[config.mk]
export PLATFORM = sky130hd
export DESIGN_NAME = fasc_bank
export DESIGN_NICKNAME = d
export VERILOG_FILES = /design/src/logic/fasc_pkg.sv /design/src/logic/fasc_bom_rx.sv /design/src/logic/fasc_bank.sv
export VERILOG_INCLUDE_DIRS = /design/src /design/src/logic
export SDC_FILE = /design/constraint.sdc
export NUM_CORES = 1
export LEC_CHECK = 0
export ABC_AREA = 1
export BUFFER_PORTS_ARGS = -buffer_cell sky130_fd_sc_hd__buf_2
export CELL_PAD_IN_SITES_DETAIL_PLACEMENT = 1
export CELL_PAD_IN_SITES_GLOBAL_PLACEMENT = 1
export CORE_MARGIN = 3
export CORE_UTILIZATION = 43
export CTS_CLUSTER_DIAMETER = 150
export DETAILED_ROUTE_END_ITERATION = 7
export PLACE_DENSITY = 0.81
export REMOVE_ABC_BUFFERS = 1
export SETUP_SLACK_MARGIN = 0.15
export SLEW_MARGIN = 15
export SYNTH_ARGS = -nofsm -noshare
export SYNTH_HDL_FRONTEND = slang
export SYNTH_HIERARCHICAL = 1
export SYNTH_SLANG_ARGS = --single-unit
[constraint.sdc]
create_clock -name clk_i -period 5 [get_ports clk_i]
set_clock_uncertainty 0.15 [all_clocks]
set_input_delay 0.5 -clock clk_i [delete_from_list [all_inputs] [get_ports clk_i]]
set_output_delay 0.5 -clock clk_i [all_outputs]
set_load 0.02 [all_outputs]
[src/logic/fasc_cfg.svh]
// constants for the framer auxiliary status and control bank
// ---------------------------------------------------------------
// Contract
// deactivate flag with enable drives interrupt
// activate-present toggle sets activate flag
// deactivate-present toggle sets deactivate flag
// event flags clear on written one
// out of sync substitutes idle byte
// idle byte writable, resets to all ones
// slip direction: 0 empty, 1 full
// slip sets flag; enabled flag interrupts
// auto report once per second in ESF
// five software bits fill each report
// non all-ones code sent as message
// message is 11111110, code0..5, 0
// select 0: 8 of 10 identical, new
// select 1: 4 of 5 identical, new
// declared message loads code, sets flag
// message flag with enable drives interrupt
// transmitter two/three enables gate all functions; the code leaves the channel outputs ungated
// transmitter one enable only in ESF/DM
// even bit inserts into even frames
// odd bit inserts into odd frames
// channel field picks channel; ignored when unassigned
// interrupt is OR of enabled flags
// ---------------------------------------------------------------
`ifndef FASC_CFG_SVH
`define FASC_CFG_SVH

// register indices; byte address is four times the index
`define FASC_IDX_LOOP_EN    10'h07A
`define FASC_IDX_LOOP_FLAG  10'h07B
`define FASC_IDX_ES_CFG     10'h07C
`define FASC_IDX_SLIP_FLAG  10'h07D
`define FASC_IDX_IDLE_BYTE  10'h07E
`define FASC_IDX_REPORT     10'h07F
`define FASC_IDX_TX_CODE    10'h080
`define FASC_IDX_MSG_CTL    10'h081
`define FASC_IDX_MSG_FLAG   10'h082
`define FASC_IDX_RX_CODE    10'h083
`define FASC_IDX_HDLC_EN    10'h084
`define FASC_IDX_ASSIGN2    10'h086
`define FASC_IDX_ASSIGN3    10'h087

// field positions
`define FASC_B_ACT      1
`define FASC_B_DEACT    0
`define FASC_B_SUBST    2
`define FASC_B_SLIPDIR  1
`define FASC_B_EVT      0
`define FASC_B_VAL_SEL  1
`define FASC_B_EVEN     6
`define FASC_B_ODD      5

// reset values
`define FASC_RST_IDLE   8'hFF
`define FASC_RST_CODE   6'h3F
`define FASC_NO_MSG     6'h3F

// message framing
`define FASC_MSG_HEAD   8'hFE
`define FASC_MSG_LEN    4'hF
`define FASC_MSG_LAST   4'hE

// validation windows and hit thresholds
`define FASC_MASK_SHORT 10'h01F
`define FASC_MASK_LONG  10'h3FF
`define FASC_HITS_SHORT 4'h4
`define FASC_HITS_LONG  4'h8

// report period
`define FASC_REPORT_MS  1000
`define FASC_CLK_KHZ    125000

`endif

[src/logic/fasc_pkg.sv]
// types for the framer auxiliary status and control bank
package fasc_pkg;

	// message transmitter states, one-hot
	typedef enum logic [1:0] {
		TX_IDLE = 2'b01,
		TX_SEND = 2'b10
	} fasc_tx_state_type;

	// validation window lengths
	typedef logic [9:0] fasc_hist_mask_type;

endpackage : fasc_pkg

[src/logic/fasc_bom_rx.sv]
// received bit-oriented message capture and validation
`timescale 1ns/10ps
`include "fasc_cfg.svh"
module fasc_msg_rx
	import fasc_pkg::*;
#(
	parameter int HIST = 10
) (
	// clock and reset
	input  wire logic       clk_i,
	input  wire logic       rst_i,
	// data link bits
	input  wire logic       slot_i,
	input  wire logic       bit_i,
	input  wire logic       esf_i,
	input  wire logic       short_win_i,
	// declared message
	output logic            declare_o,
	output logic [5:0]      code_o
);
	logic [14:0]            sh_r;
	logic [3:0]             fill_r;
	logic [5:0]             hist_r [HIST-1];
	logic [5:0]             last_r;
	logic [HIST-1:0]        eq;
	logic [14:0]            sh_nxt;
	logic                   match;
	logic                   enough;
	logic [3:0]             hits;
	fasc_hist_mask_type     mask;

	assign sh_nxt = {sh_r[13:0], bit_i};
	assign match  = slot_i && esf_i && fill_r == `FASC_MSG_LAST
		&& sh_nxt[14:7] == `FASC_MSG_HEAD && !sh_nxt[0];
	assign eq[0]  = 1'b1;

	// --------------------------------------------------
	// compare new message against history
	// --------------------------------------------------
	genvar gi;
	for (gi = 1; gi < HIST; gi++) begin : g_eq
		assign eq[gi] = hist_r[gi-1] == sh_nxt[6:1];
	end

	assign mask   = short_win_i ? `FASC_MASK_SHORT : `FASC_MASK_LONG;
	assign hits   = 4'($countones(eq & mask));
	assign enough = short_win_i ? hits >= `FASC_HITS_SHORT : hits >= `FASC_HITS_LONG;
	assign code_o = last_r;

	always_ff @(posedge clk_i) begin
		if (rst_i) begin
			sh_r      <= '0;
			fill_r    <= '0;
			last_r    <= `FASC_NO_MSG;
			declare_o <= 1'b0;
			for (int i = 0; i < HIST-1; i++) hist_r[i] <= `FASC_NO_MSG;
		end else begin
			declare_o <= 1'b0;
			if (slot_i) begin
				sh_r   <= sh_nxt;
				fill_r <= match ? 4'h0 : (fill_r == `FASC_MSG_LAST ? fill_r : fill_r + 4'h1);
			end
			if (match) begin
				hist_r[0] <= sh_nxt[6:1];
				for (int i = 1; i < HIST-1; i++) hist_r[i] <= hist_r[i-1];
				if (enough && sh_nxt[6:1] != last_r) begin
					last_r    <= sh_nxt[6:1];
					declare_o <= 1'b1;
				end
			end
		end
	end
endmodule : fasc_msg_rx

[src/logic/fasc_bank.sv]
// per-link auxiliary status and control register bank
//
// Chosen here: register access over Wishbone.
`timescale 1ns/10ps
`include "fasc_cfg.svh"
module fasc_bank
	import fasc_pkg::*;
#(
	parameter int          ADR_W      = 12,
	parameter int          HIST       = 10,
	parameter int unsigned REPORT_CYC = `FASC_REPORT_MS * `FASC_CLK_KHZ
) (
	// clock and reset
	input  wire logic              clk_i,
	input  wire logic              rst_i,
	// wishbone slave
	input  wire logic              cyc_i,
	input  wire logic              stb_i,
	input  wire logic              we_i,
	input  wire logic [ADR_W-1:0]  adr_i,
	input  wire logic [3:0]        sel_i,
	input  wire logic [31:0]       dat_i,
	output logic [31:0]            dat_o,
	output logic                   ack_o,
	// line status and mode
	input  wire logic              activate_code_present_i,
	input  wire logic              deactivate_code_present_i,
	input  wire logic              slip_event_i,
	input  wire logic              slip_full_i,
	input  wire logic              esf_mode_i,
	input  wire logic              dm_mode_i,
	input  wire logic              rx_in_sync_i,
	input  wire logic              rx_slave_mux_mode_i,
	// receive data path
	input  wire logic [7:0]        rx_data_i,
	output logic [7:0]             rx_data_o,
	// data link positions
	input  wire logic              dl_tx_slot_i,
	output logic                   dl_tx_bit_o,
	output logic                   dl_tx_msg_active_o,
	input  wire logic              dl_rx_slot_i,
	input  wire logic              dl_rx_bit_i,
	// performance report
	output logic                   perf_report_req_o,
	output logic [4:0]             perf_report_bits_o,
	// hdlc transmitters
	input  wire logic              frame_odd_i,
	output logic [2:0]             hdlc_tx_en_o,
	output logic [1:0]             hdlc_insert_o,
	output logic [4:0]             hdlc_tx2_channel_o,
	output logic [4:0]             hdlc_tx3_channel_o,
	// interrupt
	output logic                   irq_o
);
	localparam int CNT_W = $clog2(REPORT_CYC);

	// ---------------------------------------------------------------
	// state
	// ---------------------------------------------------------------
	logic [1:0]        loop_en_r;
	logic              act_flag_r;
	logic              deact_flag_r;
	logic              act_prev_r;
	logic              deact_prev_r;
	logic              subst_en_r;
	logic              slip_en_r;
	logic              slip_dir_r;
	logic              slip_flag_r;
	logic [7:0]        idle_byte_r;
	logic [5:0]        rep_ctl_r;
	logic [5:0]        tx_code_r;
	logic              val_sel_r;
	logic              msg_en_r;
	logic              msg_flag_r;
	logic [5:0]        rx_code_r;
	logic [2:0]        tdlen_r;
	logic [6:0]        asg_r [2];
	logic              ack_r;
	logic [31:0]       dat_r;
	logic [CNT_W-1:0]  rep_cnt_r;
	logic [14:0]       tx_sh_r;
	logic [3:0]        tx_cnt_r;
	fasc_tx_state_type tx_state_r;
	fasc_tx_state_type tx_state_nxt;

	// ---------------------------------------------------------------
	// bus decode
	// ---------------------------------------------------------------
	logic [9:0] idx;
	logic       req;
	logic       wr;
	logic [7:0] wd;
	logic       h_len, h_lfl, h_cfg, h_sfl, h_idl, h_rep, h_txc;
	logic       h_mct, h_mfl, h_rxc, h_hen, h_as2, h_as3;
	logic [7:0] rd_byte;

	assign idx   = 10'(adr_i[ADR_W-1:2]);
	assign req   = cyc_i && stb_i;
	assign wr    = req && we_i && ack_r && sel_i[0];
	assign wd    = dat_i[7:0];
	assign h_len = idx == `FASC_IDX_LOOP_EN;
	assign h_lfl = idx == `FASC_IDX_LOOP_FLAG;
	assign h_cfg = idx == `FASC_IDX_ES_CFG;
	assign h_sfl = idx == `FASC_IDX_SLIP_FLAG;
	assign h_idl = idx == `FASC_IDX_IDLE_BYTE;
	assign h_rep = idx == `FASC_IDX_REPORT;
	assign h_txc = idx == `FASC_IDX_TX_CODE;
	assign h_mct = idx == `FASC_IDX_MSG_CTL;
	assign h_mfl = idx == `FASC_IDX_MSG_FLAG;
	assign h_rxc = idx == `FASC_IDX_RX_CODE;
	assign h_hen = idx == `FASC_IDX_HDLC_EN;
	assign h_as2 = idx == `FASC_IDX_ASSIGN2;
	assign h_as3 = idx == `FASC_IDX_ASSIGN3;

	assign rd_byte = ({8{h_len}} & {6'h00, loop_en_r})
		| ({8{h_lfl}} & {6'h00, act_flag_r, deact_flag_r})
		| ({8{h_cfg}} & {5'h00, subst_en_r, slip_dir_r, slip_en_r})
		| ({8{h_sfl}} & {7'h00, slip_flag_r})
		| ({8{h_idl}} & idle_byte_r)
		| ({8{h_rep}} & {2'h0, rep_ctl_r})
		| ({8{h_txc}} & {2'h0, tx_code_r})
		| ({8{h_mct}} & {6'h00, val_sel_r, msg_en_r})
		| ({8{h_mfl}} & {7'h00, msg_flag_r})
		| ({8{h_rxc}} & {2'h0, rx_code_r})
		| ({8{h_hen}} & {5'h00, tdlen_r})
		| ({8{h_as2}} & {1'b0, asg_r[0]})
		| ({8{h_as3}} & {1'b0, asg_r[1]});

	assign ack_o = ack_r;
	assign dat_o = dat_r;

	always_ff @(posedge clk_i) begin
		if (rst_i) begin
			ack_r <= 1'b0;
			dat_r <= '0;
		end else begin
			ack_r <= req && !ack_r;
			dat_r <= {24'h000000, rd_byte};
		end
	end

	// ---------------------------------------------------------------
	// event flags, set wins over clear
	// ---------------------------------------------------------------
	logic act_tgl, deact_tgl;
	logic act_nxt, deact_nxt, slip_nxt, msg_nxt;
	logic declare;
	logic [5:0] declared_code;

	assign act_tgl   = activate_code_present_i != act_prev_r;
	assign deact_tgl = deactivate_code_present_i != deact_prev_r;
	assign act_nxt   = act_tgl || (act_flag_r && !(wr && h_lfl && wd[`FASC_B_ACT]));
	assign deact_nxt = deact_tgl
		|| (deact_flag_r && !(wr && h_lfl && wd[`FASC_B_DEACT]));
	assign slip_nxt  = slip_event_i
		|| (slip_flag_r && !(wr && h_sfl && wd[`FASC_B_EVT]));
	assign msg_nxt   = declare || (msg_flag_r && !(wr && h_mfl && wd[`FASC_B_EVT]));

	always_ff @(posedge clk_i) begin
		if (rst_i) begin
			act_prev_r   <= 1'b0;
			deact_prev_r <= 1'b0;
			act_flag_r   <= 1'b0;
			deact_flag_r <= 1'b0;
			slip_flag_r  <= 1'b0;
			msg_flag_r   <= 1'b0;
			slip_dir_r   <= 1'b0;
			rx_code_r    <= `FASC_RST_CODE;
		end else begin
			act_prev_r   <= activate_code_present_i;
			deact_prev_r <= deactivate_code_present_i;
			act_flag_r   <= act_nxt;
			deact_flag_r <= deact_nxt;
			slip_flag_r  <= slip_nxt;
			msg_flag_r   <= msg_nxt;
			if (slip_event_i)
				slip_dir_r <= slip_full_i;
			if (declare)
				rx_code_r <= declared_code;
		end
	end

	// ---------------------------------------------------------------
	// control registers
	// ---------------------------------------------------------------
	always_ff @(posedge clk_i) begin
		if (rst_i) begin
			loop_en_r   <= '0;
			subst_en_r  <= 1'b0;
			slip_en_r   <= 1'b0;
			idle_byte_r <= `FASC_RST_IDLE;
			rep_ctl_r   <= '0;
			tx_code_r   <= `FASC_RST_CODE;
			val_sel_r   <= 1'b0;
			msg_en_r    <= 1'b0;
			tdlen_r     <= '0;
		end else begin
			if (wr && h_len)
				loop_en_r <= wd[1:0];
			if (wr && h_cfg) begin
				subst_en_r <= wd[`FASC_B_SUBST];
				slip_en_r  <= wd[`FASC_B_EVT];
			end
			if (wr && h_idl)
				idle_byte_r <= wd;
			if (wr && h_rep)
				rep_ctl_r <= wd[5:0];
			if (wr && h_txc)
				tx_code_r <= wd[5:0];
			if (wr && h_mct) begin
				val_sel_r <= wd[`FASC_B_VAL_SEL];
				msg_en_r  <= wd[`FASC_B_EVT];
			end
			if (wr && h_hen)
				tdlen_r <= wd[2:0];
		end
	end

	// ---------------------------------------------------------------
	// idle substitution on the receive path
	// ---------------------------------------------------------------
	logic subst;

	assign subst = rx_slave_mux_mode_i && !rx_in_sync_i && subst_en_r;

	always_ff @(posedge clk_i) begin
		if (rst_i)
			rx_data_o <= '0;
		else
			rx_data_o <= subst ? idle_byte_r : rx_data_i;
	end

	// ---------------------------------------------------------------
	// performance report timer
	// ---------------------------------------------------------------
	logic rep_on;
	logic rep_due;

	assign rep_on  = esf_mode_i && rep_ctl_r[0];
	assign rep_due = rep_cnt_r == CNT_W'(REPORT_CYC - 1);

	always_ff @(posedge clk_i) begin
		if (rst_i) begin
			rep_cnt_r          <= '0;
			perf_report_req_o  <= 1'b0;
			perf_report_bits_o <= '0;
		end else begin
			perf_report_req_o <= rep_on && rep_due;
			if (!rep_on || rep_due)
				rep_cnt_r <= '0;
			else
				rep_cnt_r <= rep_cnt_r + 1'b1;
			if (rep_on && rep_due)
				perf_report_bits_o <= rep_ctl_r[5:1];
		end
	end

	// ---------------------------------------------------------------
	// transmitted bit-oriented message
	// ---------------------------------------------------------------
	logic        tx_valid;
	logic [14:0] tx_pat;
	logic        tx_load;

	assign tx_valid = esf_mode_i && tx_code_r != `FASC_RST_CODE;
	assign tx_pat   = {`FASC_MSG_HEAD, tx_code_r[0], tx_code_r[1], tx_code_r[2],
		tx_code_r[3], tx_code_r[4], tx_code_r[5], 1'b0};
	assign tx_load  = dl_tx_slot_i && tx_valid
		&& (tx_state_r == TX_IDLE || tx_cnt_r == 4'h0);
	assign dl_tx_msg_active_o = tx_state_r == TX_SEND;

	always_comb begin
		tx_state_nxt = tx_state_r;
		unique case (tx_state_r)
			TX_IDLE: begin
				if (tx_load)
					tx_state_nxt = TX_SEND;
			end
			TX_SEND: begin
				if (dl_tx_slot_i && tx_cnt_r == 4'h0 && !tx_valid)
					tx_state_nxt = TX_IDLE;
			end
			default: tx_state_nxt = TX_IDLE;
		endcase
	end

	always_ff @(posedge clk_i) begin
		if (rst_i) begin
			tx_state_r  <= TX_IDLE;
			tx_sh_r     <= '0;
			tx_cnt_r    <= '0;
			dl_tx_bit_o <= 1'b1;
		end else begin
			tx_state_r <= tx_state_nxt;
			if (tx_load) begin
				dl_tx_bit_o <= tx_pat[14];
				tx_sh_r     <= {tx_pat[13:0], 1'b0};
				tx_cnt_r    <= `FASC_MSG_LAST;
			end else if (dl_tx_slot_i && tx_state_r == TX_SEND && tx_cnt_r != 4'h0) begin
				dl_tx_bit_o <= tx_sh_r[14];
				tx_sh_r     <= {tx_sh_r[13:0], 1'b0};
				tx_cnt_r    <= tx_cnt_r - 4'h1;
			end else if (tx_state_nxt == TX_IDLE) begin
				dl_tx_bit_o <= 1'b1;
			end
		end
	end

	// ---------------------------------------------------------------
	// received bit-oriented message
	// ---------------------------------------------------------------
	fasc_msg_rx #(
		.HIST        (HIST)
	) u_msg_rx (
		.clk_i       (clk_i),
		.rst_i       (rst_i),
		.slot_i      (dl_rx_slot_i),
		.bit_i       (dl_rx_bit_i),
		.esf_i       (esf_mode_i),
		.short_win_i (val_sel_r),
		.declare_o   (declare),
		.code_o      (declared_code)
	);

	// ---------------------------------------------------------------
	// hdlc transmitter enables and slot assignment
	// ---------------------------------------------------------------
	genvar gk;
	for (gk = 0; gk < 2; gk++) begin : g_asg
		logic [9:0] a_idx;
		logic       a_ins;

		assign a_idx = gk == 0 ? `FASC_IDX_ASSIGN2 : `FASC_IDX_ASSIGN3;
		assign a_ins = tdlen_r[gk+1] && (frame_odd_i ? asg_r[gk][`FASC_B_ODD]
			: asg_r[gk][`FASC_B_EVEN]);

		always_ff @(posedge clk_i) begin
			if (rst_i) begin
				asg_r[gk]         <= '0;
				hdlc_insert_o[gk] <= 1'b0;
			end else begin
				if (wr && idx == a_idx)
					asg_r[gk] <= wd[6:0];
				hdlc_insert_o[gk] <= a_ins;
			end
		end
	end

	// channel is only meaningful while insert is asserted
	assign hdlc_tx2_channel_o = asg_r[0][4:0];
	assign hdlc_tx3_channel_o = asg_r[1][4:0];

	always_ff @(posedge clk_i) begin
		if (rst_i)
			hdlc_tx_en_o <= '0;
		else
			hdlc_tx_en_o <= {tdlen_r[2:1], tdlen_r[0] && (esf_mode_i || dm_mode_i)};
	end

	// ---------------------------------------------------------------
	// interrupt
	// ---------------------------------------------------------------
	assign irq_o = (act_flag_r && loop_en_r[`FASC_B_ACT])
		|| (deact_flag_r && loop_en_r[`FASC_B_DEACT])
		|| (slip_flag_r && slip_en_r)
		|| (msg_flag_r && msg_en_r);
endmodule : fasc_bank

======== Yosys cells after proc, flatten, opt, wreduce, memory -nomap -nowiden ========
Memories as Yosys holds them, arrays and structs flattened.
Cells that the tools add are included.
storage, ports and cells
  bits in registers ....................... 166
  bits in writable memories ............... 68
  output and inout bits ................... 65
  memories kept ........................... 2
operators by class
  $add $sub $neg .......................... 12
  magnitude comparators ................... 2
  equality and inequality tests ........... 33
  mux-type cells .......................... 39
  bitwise gates (word level) .............. 38
  reduce and logical (&&, ||, !) cells .... 76
memory list
  memory           words  width  rd ports  clocked after memory_dff  wr ports  RTL line           RTL
  u_msg_rx.hist_r  9      6      9         0                         9         fasc_bom_rx.sv:23  logic [5:0] hist_r [HIST-1];
  asg_r            2      7      2         0                         2         fasc_bank.sv:77    logic [6:0] asg_r [2];
operators by type and width
  operator                                        count
  OR 8 bit                                        12
  == test 10 x 8 -> 1 bit, second input constant  7
  == test 10 x 7 -> 1 bit, second input constant  6
  == test 6 bit                                   9
  two-way mux 6 bit                               9
  logical AND 1 bit                               48
  two-way mux 15 bit                              2
  adder 27 x 1 -> 27 bit, second input constant   1
  == test 27 bit, second input constant           1
  bitwise AND 8 x 2 -> 8 bit                      3
  bitwise AND 8 x 6 -> 8 bit                      3
  two-way mux 1 bit                               17
  adder 4 bit                                     4
  bitwise AND 8 x 1 -> 8 bit                      2
  bitwise AND 8 x 3 -> 8 bit                      2
  bitwise AND 8 x 7 -> 8 bit                      2
  two-way mux 4 bit                               4
  two-way mux 7 bit                               2
  OR 1 bit                                        11
  adder 1 x 1 -> 2 bit                            5
  bitwise AND 10 bit                              1
  logical OR 1 bit                                10
  two-way mux 10 bit                              1
  zero test 1 bit                                 9
  other kinds (22)                                29

======== Longest topological paths before layout ========
  depth in word-level cells ............... 14
  depth in mapped cells ................... 20

======== By module ========
Netlist, hierarchy kept.
by module, submodules not included
  module       times used  cells an instance  area each (µm²)  sequential area each (µm²)
  fasc_bank    1           804                6,185.9          2,762.6
  fasc_msg_rx  1           439                3,917.5          2,122.0

======== Worst setup path after synthesis ========
No wires, ideal clock.
  kind .................................... register to register
  from .................................... register u_msg_rx.sh_r[3]
  to ...................................... register u_msg_rx.last_r[1] (netlist: u_msg_rx/code_o[1])
  arrival time ............................ 3.312 ns
  data required time ...................... 4.718 ns
  slack ................................... 1.407 ns
  cell stages (with the launch flop) ...... 20
  cells stage by stage .................... dfxtp_1 > buf_4 > inv_2 > or2_2 > nand3_1 > nor3_1 > and3_1 > fa_1 > inv_1 > fa_1 > inv_1 > fa_1 > ha_1 > nand3_1 > nor2_1 > nand3_1 > nand2_1 > nand2_4 > nand2_1 > nand3_1
on the way
  longest elaborated chain between the ends .. 10
ends and longest elaborated chain
  item                                                                                                                     RTL line           RTL
  start, declared                                                                                                          fasc_bom_rx.sv:21  logic [14:0] sh_r;
  start signal, assigned                                                                                                   fasc_bom_rx.sv:60  sh_r <= sh_nxt;
  == test 6 bit                                                                                                            fasc_bom_rx.sv:42  assign eq[gi] = hist_r[gi-1] == sh_nxt[6:1];
  bitwise AND 10 bit                                                                                                       fasc_bom_rx.sv:46  assign hits = 4'($countones(eq & mask));
  adder 1 x 1 -> 2 bit (implied by the code)                                                                               fasc_bom_rx.sv:46
  adder 4 bit (implied by the code) (3 in a row)                                                                           fasc_bom_rx.sv:46
  greater-or-equal comparator 4 bit (no source line) / greater-or-equal comparator 4 x 3 -> 1 bit (equally long branches)  n/a
  two-way mux 1 bit (no source line)                                                                                       n/a
  logical AND 1 bit (*)                                                                                                    fasc_bom_rx.sv:66  if (enough && sh_nxt[6:1] != last_r) begin
  AND reduction 2 bit (no source line) (*)                                                                                 n/a
  end signal, assigned                                                                                                     fasc_bom_rx.sv:54  last_r <= `FASC_NO_MSG;
  end signal, assigned                                                                                                     fasc_bom_rx.sv:67  last_r <= sh_nxt[6:1];
  end, declared                                                                                                            fasc_bom_rx.sv:24  logic [5:0] last_r;
Every way passes the cells marked *; elsewhere a longest branch is shown, timed or not.
A chain may end at the register's enable or synchronous reset.

======== Final worst setup path ========
  from .................................... register u_msg_rx.sh_r[4]
  to ...................................... register u_msg_rx.last_r[3] (netlist: u_msg_rx/code_o[3])
Same word-level chain as after synthesis.

==> reports/qor.csv <==
metric,value,unit
cts_resized,0,
path_depth,16,
antenna_found_initial,1,
grt_pass1_vias,8834,
critPathCaptureType,flip-flop,
reg2reg_from,u_msg_rx/sh_r[4]$_SDFFE_PP0P_,
numCtsBuffers,24,
critical-path-top-delay-family,adder cells,
run_status,"complete, no violations",
p_seq_share,47.8,%
syn_area,10100,um^2
dp_hpwl,19.5,mm
initial_core_util,44.2,%
ys_ff_latch,210,
coreArea,22800,um^2
cp_max_fo,13,
p_leak,4.93,nW
post_cts_buffers,0,
placedCellCount,1595,
syn_avg_cell_area,8.13,um^2
clk_pin_slew,60,ps
grt_setup_unrepaired,false,
die_h,159,um
rows,55,
combinationalPowerShare,5.2,%
synth_most_common_cell,nand2_1,
numClockSinks,210,
holdBufCountCts,0,
synthArstFlopShare,0,%
final_hold_viol_count,0,
finalMaxSlewViolations,0,
layout_min_cycle_time,4390,ps
yosysWarningCount,6,
layout-drive-gt1-share,14.2,%
ys_types,53,
reg2reg_slack,610,ps
criticalPathCategory,reg -> reg,
clkPwrFrac,47.0,%
dieArea,25400,um^2
dp_worst_setup_slack,744,ps
hold_path.class,in -> reg,
p_switching,0.868,mW
slew_headroom,27.6,%
fin_crit_sh,87.8,%
r2r-end,u_msg_rx/code_o[3]$_SDFFE_PP1P_,
grt.total_usage,21.5,%
setup_viol,0,
synth_common_cells,"269 x nand2_1, 147 x inv_1, 142 x dfxtp_1",
area_delta_synth_final,12.9,%
cts_root_buf,clkbuf_16,
synth_area_leader_cell,dfxtp_1,
crit_chain,"xnor2_1, nand2_1, nor4b_1, fa_1, inv_1, fa_1, fa_1, inv_1, ha_1, nand3_1, nor2_1, nand3_1, nand2_1, nand2_4, nand2_1, nand3_1",
clk_path_buf_depth,3,
finalPower,3.76,mW
seq_area_frac_synth,48.3,%
drc,0,
dr.pass1.iters,5,
netlist_instances,1243,
wl_per_cell,17.1,um
grt_overflow,0,
die_x,159,um
ant_nets,0,
setup.worst_path.start,u_msg_rx/sh_r[4]$_SDFFE_PP0P_,
port_buffers,84,
synthFlopType,dfxtp_1,
grt_max_degree,55,
fmax,228,MHz
synthTopCellsByArea,"dfxtp_1 28%, edfxtp_1 20%, nand2_1 10%",
viasPerCell,5.23,
insertedDiodeCount,0,
clock_latency,510,ps
cpPeakStageDelay,760,ps
power.share.switching,23.1,%
tns,0,ps
cts_tree,built,
reg2regPathDepth,16,
synth_top_area_share,28.1,%
drt_iter0_drc,534,
cp.required,5200,ps
cp_num_buf_inv,2,
power_density,330,nW/um^2
maxCapViolCount,0,
p_int,2.89,mW
min_from,frame_odd_i,
start_kind,flip-flop,
htree_levels,1,
grt_pass1_wl,45.6,mm
wl,28.0,mm
whs,71.6,ps
ios,138,
final_cell_count_no_fill,1640,
crit_slowest_cell,dfxtp_1,
final_nets,1394,
num_vias,8584,
synth_edf_count,68,
vdd_drop_max,0.200,mV
crit_end,u_msg_rx/code_o[3]$_SDFFE_PP1P_,
worst_pin_slew,1070,ps
arrival,4580,ps
setup_ws,612,ps
routabilityCongestion,0.837,
[state kept, by name, indices dropped and copies added (netlist names), 2 cells and up]
signal              count
u_msg_rx/sh_r          14
tx_state_r              2
tx_cnt_r                4
tx_sh_r                13
rep_ctl_r               6
rx_code_r               6
idle_byte_r             8
rep_cnt_r              27
u_msg_rx/hist_r        54
tdlen_r                 3
hdlc_tx_en_o            3
u_msg_rx/fill_r         4
loop_en_r               2
rx_data_o               8
tx_code_r               6
hdlc_insert_o           2
u_msg_rx/code_o         6
asg_r                  14
perf_report_bits_o      5
dat_o                   8
[kinds of logic after synthesis]
logic type	after synthesis	synth area share [%]
adder cells (fa/ha/maj)	12	1.78
AND/OR/NAND/NOR	573	26.0
XOR/XNOR	31	2.69
buffers and inverters	232	10.7
flip-flops	210	48.3
AO/OA/AOI/OAI	184	10.5
other	1	0.0371
[per-stage QoR]
stage               instance area (um^2)  utilization [%]
floorplan                           9710                -
CTS                                11400             49.8
finish                             11400             49.9
global placement                   10600             46.3
global route                       11400             49.9
detailed placement                 10600             46.3
[cell type report]
| class | count | area (um^2) |
|---|---|---|
| Sequential cell | 210 | 4880 |
| Fill cell | 2795 | 11400 |
| Clock buffer | 38 | 777 |
| Timing Repair Buffer | 91 | 493 |
| Multi-Input combinational cell | 824 | 4230 |
| Tap cell | 313 | 392 |
| Inverter | 158 | 596 |
| Clock inverter | 6 | 30.0 |
[power groups by stage]
| stage | Clock, mW | Combinational, mW | Sequential [mW] |
|---|---|---|---|
| global route | 1.88 | 0.214 | 1.80 |
| CTS | 1.80 | 0.195 | 1.80 |
| detailed placement | 0 | 0.193 | 1.83 |
| floorplan | 0 | 0.100 | 1.84 |
| finish | 1.77 | 0.196 | 1.80 |
| global placement | 0 | 0.187 | 1.83 |
[layout by cell type (no fill, tap or decap), types with 6 or more instances in the layout]
master	count
inv_1	147
xnor2_1	15
o211ai_1	14
buf_4	6
nand3_2	10
nor3_1	19
nor2_4	8
nand2_1	268
clkbuf_8	6
nand4_1	21
nor2_1	125
nand3_1	79
clkbuf_16	27
conb_1	24
clkinv_2	6
dfxtp_1	142
o22ai_1	13
a21oi_1	61
a221oi_1	8
buf_2	84
inv_2	9
nand2_2	9
a31oi_1	11
o21ai_0	58
edfxtp_1	68
nor3_2	6
ha_1	8
xor2_1	16
[worst register-to-register path, delay by kind of cell (launching register included)]
kind | cells | cell delay [ps]
flip-flops | 1 | 760
buffers and inverters | 2 | 160
XOR/XNOR | 1 | 200
adder cells (fa/ha/maj) | 4 | 1500
AND/OR/NAND/NOR | 9 | 1460
[layer usage]
metal / track usage, % / part of all wire, % / routed length, um / vias up
li1: - / - / - / 4169
met5: 0 / 0.025 / 7 / -
met2: 38.6 / 49 / 13900 / 219
met3: 3.25 / 5.1 / 1430 / 47
met4: 5.97 / 1.9 / 539 / 2
met1: 27.0 / 43 / 12200 / 4147
[how the worst min path moves through the flow]
| stage | to | slack (ps) | cells after the start |
|---|---|---|---|
| after floorplan | hdlc_tx_en_o[1]$_SDFF_PP0_ | 270 | 2 |
| after CTS | deact_prev_r$_SDFF_PP0_ | 50 | 3 |
| after global routing | act_prev_r$_SDFF_PP0_ | 70 | 3 |
| after detailed placement | tx_sh_r[8]$_SDFFE_PP0P_ | 310 | 2 |
| final | hdlc_insert_o[0]$_SDFF_PP0_ | 70 | 2 |
| after global placement | rx_code_r[2]$_SDFFE_PP1P_ | 300 | 2 |
Power figures use the tool's default switching activity.
